**src/lbd_pkg.sv**
```systemverilog
// shared constants and types for the bridge decode control block
package lbd_pkg;

  // register map (byte addresses, one aligned word each)
  localparam logic [11:0] LBD_GEN_CTRL_ADDR = 12'h000;
  localparam logic [11:0] LBD_STATUS_ADDR   = 12'h004;
  localparam logic [11:0] LBD_PORT60_ADDR   = 12'h008;

  // field positions in bridge_general_control
  localparam int LBD_KBD_LATCH_BIT   = 12;
  localparam int LBD_MOUSE_LATCH_BIT = 11;
  localparam int LBD_ROUTER_EN_BIT   = 8;
  localparam int LBD_EXT_EN_BIT      = 7;
  localparam int LBD_ALT_ACC_BIT     = 6;
  localparam int LBD_DMA_BUF_BIT     = 2;
  localparam int LBD_DEFER_BIT       = 1;
  localparam int LBD_POS_DEC_BIT     = 0;

  // writable bits: 12,11,8,7,6,2,1,0; reserved 10:9 and 5:3 read zero
  localparam logic [31:0] LBD_CTRL_WMASK = 32'h0000_19C7;
  localparam logic [31:0] LBD_CTRL_RESET = 32'h0000_0000;

  // any access to the hidden register outside alternate access is refused with pslverr
  localparam logic [7:0] LBD_PORT60_RESET = 8'h00;

  // decode verdict for one PCI cycle
  typedef struct packed {
    logic claim_pos;     // positively claimed
    logic claim_sub;     // subtractively claimed
    logic hit_router;    // basic router space hit
    logic hit_ext;       // extended router space hit
    logic msg_irq;       // message interrupt write
    logic delayed;       // complete as delayed transaction
  } lbd_decode_s;

  // latched interrupt lines as a pair
  typedef struct packed {
    logic kbd;
    logic mouse;
  } lbd_irq_s;

endpackage

```
**src/lbd_irq_latch.sv**
```systemverilog
// edge latch for one legacy interrupt line, cleared by a port 60h read
`timescale 1ns/1ps
module lbd_irq_latch (
  input  wire logic pclk,
  input  wire logic presetn,
  input  wire logic latch_en,
  input  wire logic irq_in,
  input  wire logic port60_rd,
  output logic      irq_out
);
  import lbd_pkg::*;

  typedef struct packed {
    logic prev;
    logic held;
  } lbd_latch_s;

  lbd_latch_s st_r;
  lbd_latch_s st_nxt;

  // a new edge in the clearing cycle wins over the clear
  always_comb begin
    st_nxt      = st_r;
    st_nxt.prev = irq_in;
    if (!latch_en) begin
      st_nxt.held = 1'b0;
    end else if (irq_in && !st_r.prev) begin
      st_nxt.held = 1'b1;
    end else if (port60_rd) begin
      st_nxt.held = 1'b0;
    end
  end

  always_ff @(posedge pclk or negedge presetn) begin
    if (!presetn) begin
      st_r <= '0;
    end else begin
      st_r <= st_nxt;
    end
  end

  // bypass passes the line straight through when latching is off
  assign irq_out = latch_en ? st_r.held : irq_in;
endmodule

```
**src/lbd_decoder.sv**
```systemverilog
// pci cycle claim decoder steered by the control bits
`timescale 1ns/1ps
module lbd_decoder (
  input  wire logic              router_en,
  input  wire logic              ext_en,
  input  wire logic              pos_only,
  input  wire logic              defer_en,
  input  wire logic              cyc_valid,
  input  wire logic              cyc_write,
  input  wire logic              hit_internal,
  input  wire logic              hit_lpc_known,
  input  wire logic              hit_router_sp,
  input  wire logic              hit_ext_sp,
  input  wire logic              claimed_other,
  output lbd_pkg::lbd_decode_s   verdict
);
  import lbd_pkg::*;

  logic rt;
  logic ex;

  always_comb begin
    rt = router_en && hit_router_sp;
    ex = router_en && ext_en && hit_ext_sp;
    verdict            = '0;
    verdict.hit_router = cyc_valid && rt;
    verdict.hit_ext    = cyc_valid && ex;
    verdict.msg_irq    = cyc_valid && ex && cyc_write;
    verdict.claim_pos  = cyc_valid &&
                         (hit_internal || hit_lpc_known || rt || ex);
    // subtractive claim only for cycles nobody else took
    verdict.claim_sub  = cyc_valid && !pos_only &&
                         !verdict.claim_pos && !claimed_other;
    verdict.delayed    = defer_en && (verdict.claim_pos ||
                                      verdict.claim_sub);
  end
endmodule

```
**src/lbd_bridge_ctrl.sv**
```systemverilog
// top: apb control register, irq latches and claim decode for lpc bridge
`timescale 1ns/1ps
module lbd_bridge_ctrl (
  input  wire logic              pclk,
  input  wire logic              presetn,
  input  wire logic              psel,
  input  wire logic              penable,
  input  wire logic              pwrite,
  input  wire logic [11:0]       paddr,
  input  wire logic [31:0]       pwdata,
  input  wire logic [3:0]        pstrb,
  output logic [31:0]            prdata,
  output logic                   pready,
  output logic                   pslverr,
  input  wire logic              mouse_interrupt_line,
  input  wire logic              keyboard_interrupt_line,
  input  wire logic              port60_read,
  output lbd_pkg::lbd_irq_s      irq_out,
  input  wire logic              cyc_valid,
  input  wire logic              cyc_write,
  input  wire logic              hit_internal,
  input  wire logic              hit_lpc_known,
  input  wire logic              hit_router_sp,
  input  wire logic              hit_ext_sp,
  input  wire logic              claimed_other,
  output lbd_pkg::lbd_decode_s   verdict,
  output logic                   dma_gather_buffer_enable,
  output logic                   alternate_access_enable
);
  import lbd_pkg::*;

  // all state of the block except the two irq latches
  typedef struct packed {
    logic [31:0] ctrl;
    logic [7:0]  port60;
    logic [31:0] rdata;
    logic        err;
  } lbd_state_s;

  lbd_state_s st_r;
  lbd_state_s st_nxt;

  logic        acc;
  logic        wr;
  logic [31:0] bmask;
  logic [31:0] status_word;
  logic        p60_rd_any;

  // zero wait: every access finishes in its first access cycle
  assign pready = 1'b1;
  assign acc    = psel && penable;
  assign wr     = acc && pwrite;

  // byte lane enables widened to a bit mask
  always_comb begin
    for (int i = 0; i < 4; i++) begin
      bmask[8*i +: 8] = {8{pstrb[i]}};
    end
  end

  // port 60h read from either software mirror or bus side strobe
  assign p60_rd_any = port60_read ||
                      (acc && !pwrite && paddr == LBD_PORT60_ADDR);

  // status shows live latch outputs and decoded mode
  assign status_word = {26'h0,
                        st_r.ctrl[LBD_ROUTER_EN_BIT] &&
                          st_r.ctrl[LBD_EXT_EN_BIT],
                        st_r.ctrl[LBD_ROUTER_EN_BIT],
                        verdict.claim_sub,
                        verdict.claim_pos,
                        irq_out.kbd,
                        irq_out.mouse};

  // register next state; the write mask drops reserved bits
  always_comb begin
    st_nxt     = st_r;
    st_nxt.err = 1'b0;
    if (acc) begin
      st_nxt.rdata = 32'h0;
      case (paddr)
        LBD_GEN_CTRL_ADDR: begin
          if (pwrite) begin
            st_nxt.ctrl = (st_r.ctrl & ~(bmask & LBD_CTRL_WMASK)) |
                          (pwdata & bmask & LBD_CTRL_WMASK);
          end else begin
            st_nxt.rdata = st_r.ctrl & LBD_CTRL_WMASK;
          end
        end
        LBD_STATUS_ADDR: begin
          if (pwrite) begin
            st_nxt.err = 1'b1;   // read-only register
          end else begin
            st_nxt.rdata = status_word;
          end
        end
        LBD_PORT60_ADDR: begin
          // hidden data byte: only reachable in alternate access mode
          if (!st_r.ctrl[LBD_ALT_ACC_BIT]) begin
            st_nxt.err = 1'b1;
          end else if (pwrite) begin
            if (pstrb[0]) begin
              st_nxt.port60 = pwdata[7:0];
            end
          end else begin
            st_nxt.rdata = {24'h0, st_r.port60};
          end
        end
        default: begin
          st_nxt.err = 1'b1;     // unmapped address
        end
      endcase
    end
  end

  // reset clears alternate access and every control bit
  always_ff @(posedge pclk or negedge presetn) begin
    if (!presetn) begin
      st_r.ctrl   <= LBD_CTRL_RESET;
      st_r.port60 <= LBD_PORT60_RESET;
      st_r.rdata  <= 32'h0;
      st_r.err    <= 1'b0;
    end else begin
      st_r <= st_nxt;
    end
  end

  // read data and error are combinational on the access cycle so that
  // zero-wait reads return this cycle's contents
  always_comb begin
    prdata  = 32'h0;
    pslverr = 1'b0;
    if (acc) begin
      prdata  = pwrite ? 32'h0 : st_nxt.rdata;
      pslverr = st_nxt.err;
    end
  end

  // control outputs straight from the register
  assign dma_gather_buffer_enable = st_r.ctrl[LBD_DMA_BUF_BIT];
  assign alternate_access_enable  = st_r.ctrl[LBD_ALT_ACC_BIT];

  // mouse and keyboard edge latches
  lbd_irq_latch u_mouse (
    .pclk      (pclk),
    .presetn   (presetn),
    .latch_en  (st_r.ctrl[LBD_MOUSE_LATCH_BIT]),
    .irq_in    (mouse_interrupt_line),
    .port60_rd (p60_rd_any),
    .irq_out   (irq_out.mouse)
  );

  lbd_irq_latch u_kbd (
    .pclk      (pclk),
    .presetn   (presetn),
    .latch_en  (st_r.ctrl[LBD_KBD_LATCH_BIT]),
    .irq_in    (keyboard_interrupt_line),
    .port60_rd (p60_rd_any),
    .irq_out   (irq_out.kbd)
  );

  // claim decoder; combinational, decides in the cycle it is asked
  lbd_decoder u_dec (
    .router_en     (st_r.ctrl[LBD_ROUTER_EN_BIT]),
    .ext_en        (st_r.ctrl[LBD_EXT_EN_BIT]),
    .pos_only      (st_r.ctrl[LBD_POS_DEC_BIT]),
    .defer_en      (st_r.ctrl[LBD_DEFER_BIT]),
    .cyc_valid     (cyc_valid),
    .cyc_write     (cyc_write),
    .hit_internal  (hit_internal),
    .hit_lpc_known (hit_lpc_known),
    .hit_router_sp (hit_router_sp),
    .hit_ext_sp    (hit_ext_sp),
    .claimed_other (claimed_other),
    .verdict       (verdict)
  );
endmodule

```
**config.mk**
```make
export PLATFORM = sky130hd
export DESIGN_NAME = lbd_bridge_ctrl
export DESIGN_NICKNAME = d
export VERILOG_FILES = /design/src/lbd_pkg.sv /design/src/lbd_irq_latch.sv /design/src/lbd_decoder.sv /design/src/lbd_bridge_ctrl.sv
export SDC_FILE = /design/constraint.sdc
export NUM_CORES = 1
export LEC_CHECK = 0
export BUFFER_PORTS_ARGS = -buffer_cell sky130_fd_sc_hd__buf_2
export CORE_MARGIN = 1.5
export CORE_UTILIZATION = 38
export CTS_BUF_LIST = sky130_fd_sc_hd__clkbuf_8
export CTS_CLUSTER_SIZE = 30
export DETAILED_ROUTE_END_ITERATION = 10
export PLACE_DENSITY = 0.74
export SLEW_MARGIN = 10
export SYNTH_ARGS = -nofsm -noshare
export SYNTH_HDL_FRONTEND = slang
export SYNTH_SLANG_ARGS = --single-unit
```
**constraint.sdc**
```tcl
create_clock -name pclk -period 1.7 [get_ports pclk]
set_input_delay 0.34 -clock pclk [delete_from_list [all_inputs] [get_ports pclk]]
set_output_delay 0.34 -clock pclk [all_outputs]
set_load 0.05 [all_outputs]
```
Word level (Yosys, flattened, before mapping):

Index checks and enable logic that the tools add are counted.
Widths: inputs -> output; s select.

* bits in registers: 76
* bits of input ports: 63
* output and inout bits: 44
* logic and storage cells: 64

* equal/unequal tests: 4
* multiplexer cells: 19
* bitwise gates (word level): 4
* reduce and logical (&&, ||, !) cells: 30

Operator list (count)
* $pmux 32 s3: 1
* $mux 32: 2
* $mux 33: 1
* $and 32x32->32: 1
* $not 13->32: 1
* $or 32x13->32: 1
* $logic_and 1x1->1: 16
* $mux 8: 2
* $and 13x13->13: 1
* $mux 13: 1
* $eq 12x3->1 const B: 1
* $eq 12x4->1 const B: 1
* $logic_not 12->1: 1
* $mux 1: 10
* $logic_not 1->1: 6
* $mux 6: 1
* $ne 3x1->1 const B: 2
* $logic_or 1x1->1: 5
* $reduce_and 5->1: 1
* $pmux 1 s3: 1
* $reduce_and 3->1: 1

Depth between registers and ports, before layout:

* depth in word-level cells: 12
* mapped depth: 5
* depth with buffers taken out: 4

Modules after synthesis:

From an unflattened synthesis, not the netlist that was laid out.

* cell total of the unflattened synthesis: 141
* area total of the unflattened synthesis: 1406.3 um^2

Modules (own cells, without submodules)
* lbd_bridge_ctrl: times used 1, cells an instance 117, area an instance 1154.9 um^2, seq. area each 400.4 um^2
* lbd_irq_latch: times used 2, cells an instance 6, area an instance 88.8 um^2, seq. area each 50.0 um^2
* lbd_decoder: times used 1, cells an instance 12, area an instance 73.8 um^2, seq. area each 0.0 um^2

Worst setup path after synthesis:

No wires, ideal clock.

* path kind: reg-to-output
* start point: reg with a tool-made name
* end point: out prdata[2]
* data arrival time: 2.600 ns
* slack: -1.240 ns
* stages on the path, launching flop included: 5
* path buffers: 0
* path through: dfrtp_1 -> a21oi_1 -> o21ai_0 -> nand2_1 -> a31oi_1

RTL lines
* end: declaration: RTL line lbd_bridge_ctrl.sv:12 `output logic [31:0] prdata,`

Final worst setup path:

* start point: in paddr[10]
* end point: out prdata[2]

* cells in the longest elaborated chain, start to end: 5

Ends and longest elaborated chain
* start: declaration: RTL line lbd_bridge_ctrl.sv:9 `input wire logic [11:0] paddr,`
* $eq 12x4->1 (tied with other cells): RTL line lbd_bridge_ctrl.sv:81 `case (paddr)`
* $pmux 32 s3 *: RTL line lbd_bridge_ctrl.sv:81
* $mux 33 *: RTL line lbd_bridge_ctrl.sv:79 `if (acc) begin`
* $mux 32 *: RTL line lbd_bridge_ctrl.sv:134 `prdata = pwrite ? 32'h0 : st_nxt.rdata;`
* $mux 32 *: RTL line lbd_bridge_ctrl.sv:133 `if (acc) begin`

Every way passes the cells marked *; elsewhere a longest branch is shown, timed or not.

==> key figures <==
Run status
  – Status: finished with violations
  – Failing checks: negative setup slack

Setup path
  – Worst setup EP type: output port
  – R2r setup slk: 330 ps
  – Critical path type: input port to output port
  – FF-to-FF End: st_r[36]$_DFFE_PN0P_
  – CP required: 1360 ps
  – Critical path launch point type: input port
  – Worst R2R Path Depth: 5
  – WP data arrival: 1830 ps
  – Worst-path maximum fanout: 4

Place
  – IO Port Bufs: slightly above 60
  – DP HPWL: approximately 3.5 mm
  – DP Cell Count: 298
  – Dpl cell area: 0.002307 mm²
  – GPL Wtd Cong: roughly 0.94
  – Dpl ws: -612.7 ps

Yosys
  – Syn Std Cell Area: 0.001549 mm²
  – Synth Register Bits: 20
  – Synth Instances: 150
  – Cell variety after synth: 46
  – Syn Area/Cell: 10.33 µm²
  – Synth Warn #: 0
  – Sequential element share of the synthesized area: roughly a third

CTS
  – TritonCTS clock tree: yes
  – CTS buffer count: 3
  – Worst-case clock buffer depth: 2
  – Clock-pin transition on the worst setup and hold timing paths: roughly 80 ps
  – H-tree Lvls: 1
  – Skew-Pair Late Insertion Delay: approximately 270 ps
  – Clk root buf: clkbuf_8
  – Clk sink count: 20
  – # hold bufs at CTS: 0

Power and ir drop
  – Power per Cell Area: between 400 and 500 mW/mm²
  – Final Power: between 1 and 1.5 mW
  – Leakage: 1.387 nW
  – Worst IR drop on VDD: ~650 µV

STA
  – Highest clock rate: 460.9 MHz
  – Post-layout worst setup margin: -469.6 ps
  – Hold Vio Cnt, Final: 0
  – Setup_tns: -5582 ps
  – Slew Viols, Final: 0
  – Clock Skew: 6.565 ps
  – Final Critical Period: 2170 ps
  – RSZ-0062 raised after global routing: yes
  – Tcrit/Tclk final: 127.6%
  – Final setup fails: 23

Detailed routing
  – DRC: 0
  – Drt via density: 5.013
  – DR iter-0 viols: 39
  – Via count: 1559
  – TritonRoute pass-1 iters: 4
  – Routed WL: ~5 mm
  – Drt wl/cell: 16.33 µm
  – Antenna viol nets, final: 0

Finish
  – Seq. cell area: 501.7 µm²
  – Layout area overhead: 82.71%
  – Final Cell Area: around 0.0028 mm²
  – Multi-input logic area: 0.001216 mm²
  – Share of layout cells above drive strength 1: between 70 and 80%
  – Filler instances: 279
  – Number of antenna diodes: 0
  – Fin nets: 325
  – Final Instance Count excl. Fillers: 311

Die
  – Core Region: roughly 0.0040 mm²
  – Chip width: 66.85 µm
  – Die area: 0.004468 mm²
  – # rows: 23
  – Initial cell density of the core: 39.00%
  – IO Pins: 107
  – Die H: 66.85 µm

Global route
  – Vias in the first global route: 1548
  – GRT Overall Usage: 22.28%
  – Initial antenna violation count: 0
  – Grt total ovfl: 0
  – Global-route wire length before repair: between 7 and 8 mm
  – Largest net degree at the start of global routing: 21

Job
  – Maxcap violations: 0

Hold path
  – Hold Path Class: input port to asynchronous set/reset pin
-- cells by family after synthesis --
kind of cell	synth area share, %
compound gates	10.34
buf+inv	14.05
flops	32.31
mux	14.30
other cells	0.4848
simple gates	28.51
-- worst max-delay path: stages --
cell     delay (ps)
buf_6            90
or4_4           590
nor4_4          250
buf_4           150
nand2_2          60
a31oi_4         160
buf_6           180
-- worst max-delay path by stage --
| stage | startpoint | to | slack [ps] | cells past startpoint |
|---|---|---|---|---|
| 6_report | paddr[10] | prdata[2] | -470 | 7 |
| 5_1_grt | paddr[0] | pslverr | -520 | 8 |
| 4_1_cts | paddr[10] | prdata[2] | -470 | 7 |
| 3_5_place_dp | paddr[5] | prdata[0] | -610 | 7 |
| 3_3_place_gp | paddr[5] | prdata[0] | -610 | 7 |
| 2_1_floorplan | paddr[5] | prdata[3] | -480 | 4 |
-- metal layers --
layer / wire length [µm] / track usage [%]
met2: 2573 / 39.38
met3: 213 / 2.703
met4: 111 / 6.633
met5: 0 / 0
met1: 2181 / 28.25
-- placed cells by master (no fill, tap or decap), drive strengths merged, types with 2 or more instances in the layout --
cell / synthesis / final
a21oi: 4 / 4
a221oi: 2 / 2
a22oi: 2 / 2
a2bb2oi: 2 / 2
and2: 2 / 2
and3: 5 / 5
and4: 3 / 3
buf: 28 / 116
clkbuf: 1 / 3
conb: 2 / 22
dfrtp: 20 / 20
inv: 2 / 2
mux2: 18 / 18
nand2: 6 / 6
nand3: 4 / 4
nand4: 2 / 2
nor2: 10 / 10
nor2b: 6 / 6
nor3: 5 / 5
nor4: 5 / 5
nor4b: 2 / 2
o21ai: 3 / 3
or3: 2 / 2
or3b: 2 / 2
or4: 2 / 2
-- where the power goes --
part	total (mW)	switching (mW)	internal [mW]
Combinational	0.351	0.233	0.118
Clock	0.491	0.176	0.315
Sequential	0.479	0.000754	0.478
Total	1.32	0.410	0.911
-- Yosys cell counts, drive strengths merged --
| cell | instances | area share [%] |
|---|---|---|
| buf | 28 | 13 |
| nand2 | 6 | 1.5 |
| a221oi | 2 | 1.9 |
| o21a | 1 | 0.48 |
| mux2 | 18 | 14 |
| o211a | 1 | 0.65 |
| nor4 | 5 | 4.9 |
| and3b | 1 | 0.57 |
| a2111oi | 1 | 0.57 |
| a32oi | 1 | 0.57 |
| and4 | 3 | 1.7 |
| o21ai | 3 | 0.97 |
| dfrtp | 20 | 32 |
| or3b | 2 | 1.1 |
| a21o | 1 | 0.48 |
| clkbuf | 1 | 0.24 |
| a21oi | 4 | 1.3 |
| nor3b | 1 | 0.48 |
| a41oi | 1 | 0.57 |
| nor2 | 10 | 2.9 |
| or4 | 2 | 1.5 |
| nand3 | 4 | 1.6 |
| nor4b | 2 | 2.1 |
| or4b | 1 | 0.65 |
| inv | 2 | 0.48 |
| nand4 | 2 | 0.81 |
| a2bb2oi | 2 | 1.1 |
| nor3 | 5 | 2.7 |
| nor2b | 6 | 2.4 |
| conb | 2 | 0.48 |
| a22oi | 2 | 1.3 |
| or3 | 2 | 0.81 |
| and2 | 2 | 0.81 |
| a31oi | 1 | 0.40 |
| and3 | 5 | 2.0 |
-- cell type report --
type / count / area share (%)
sequential: 20 / 17.73
multi-input combinational: 119 / 42.97
inverter: 2 / 0.2653
timing repair buffer: 116 / 34.31
clock inverter: 1 / 1.061
clock buffer: 3 / 1.459
tap: 50 / 2.210
-- repair_timing --
action                     4_1_cts  5_1_grt
pin swaps                       16       14
resized for setup               65       32
buffers inserted                 5        5
setup endpoints to repair       32       34
-- per-stage QoR --
step	util [%]	hold slack (ps)
2_1_floorplan	-	44.41
3_3_place_gp	58.10	307.8
3_5_place_dp	58.10	311.9
4_1_cts	67.27	20.61
5_1_grt	71.27	44.88
6_report	71.27	6.838
No activity file was read; power rests on OpenSTA's default activity.
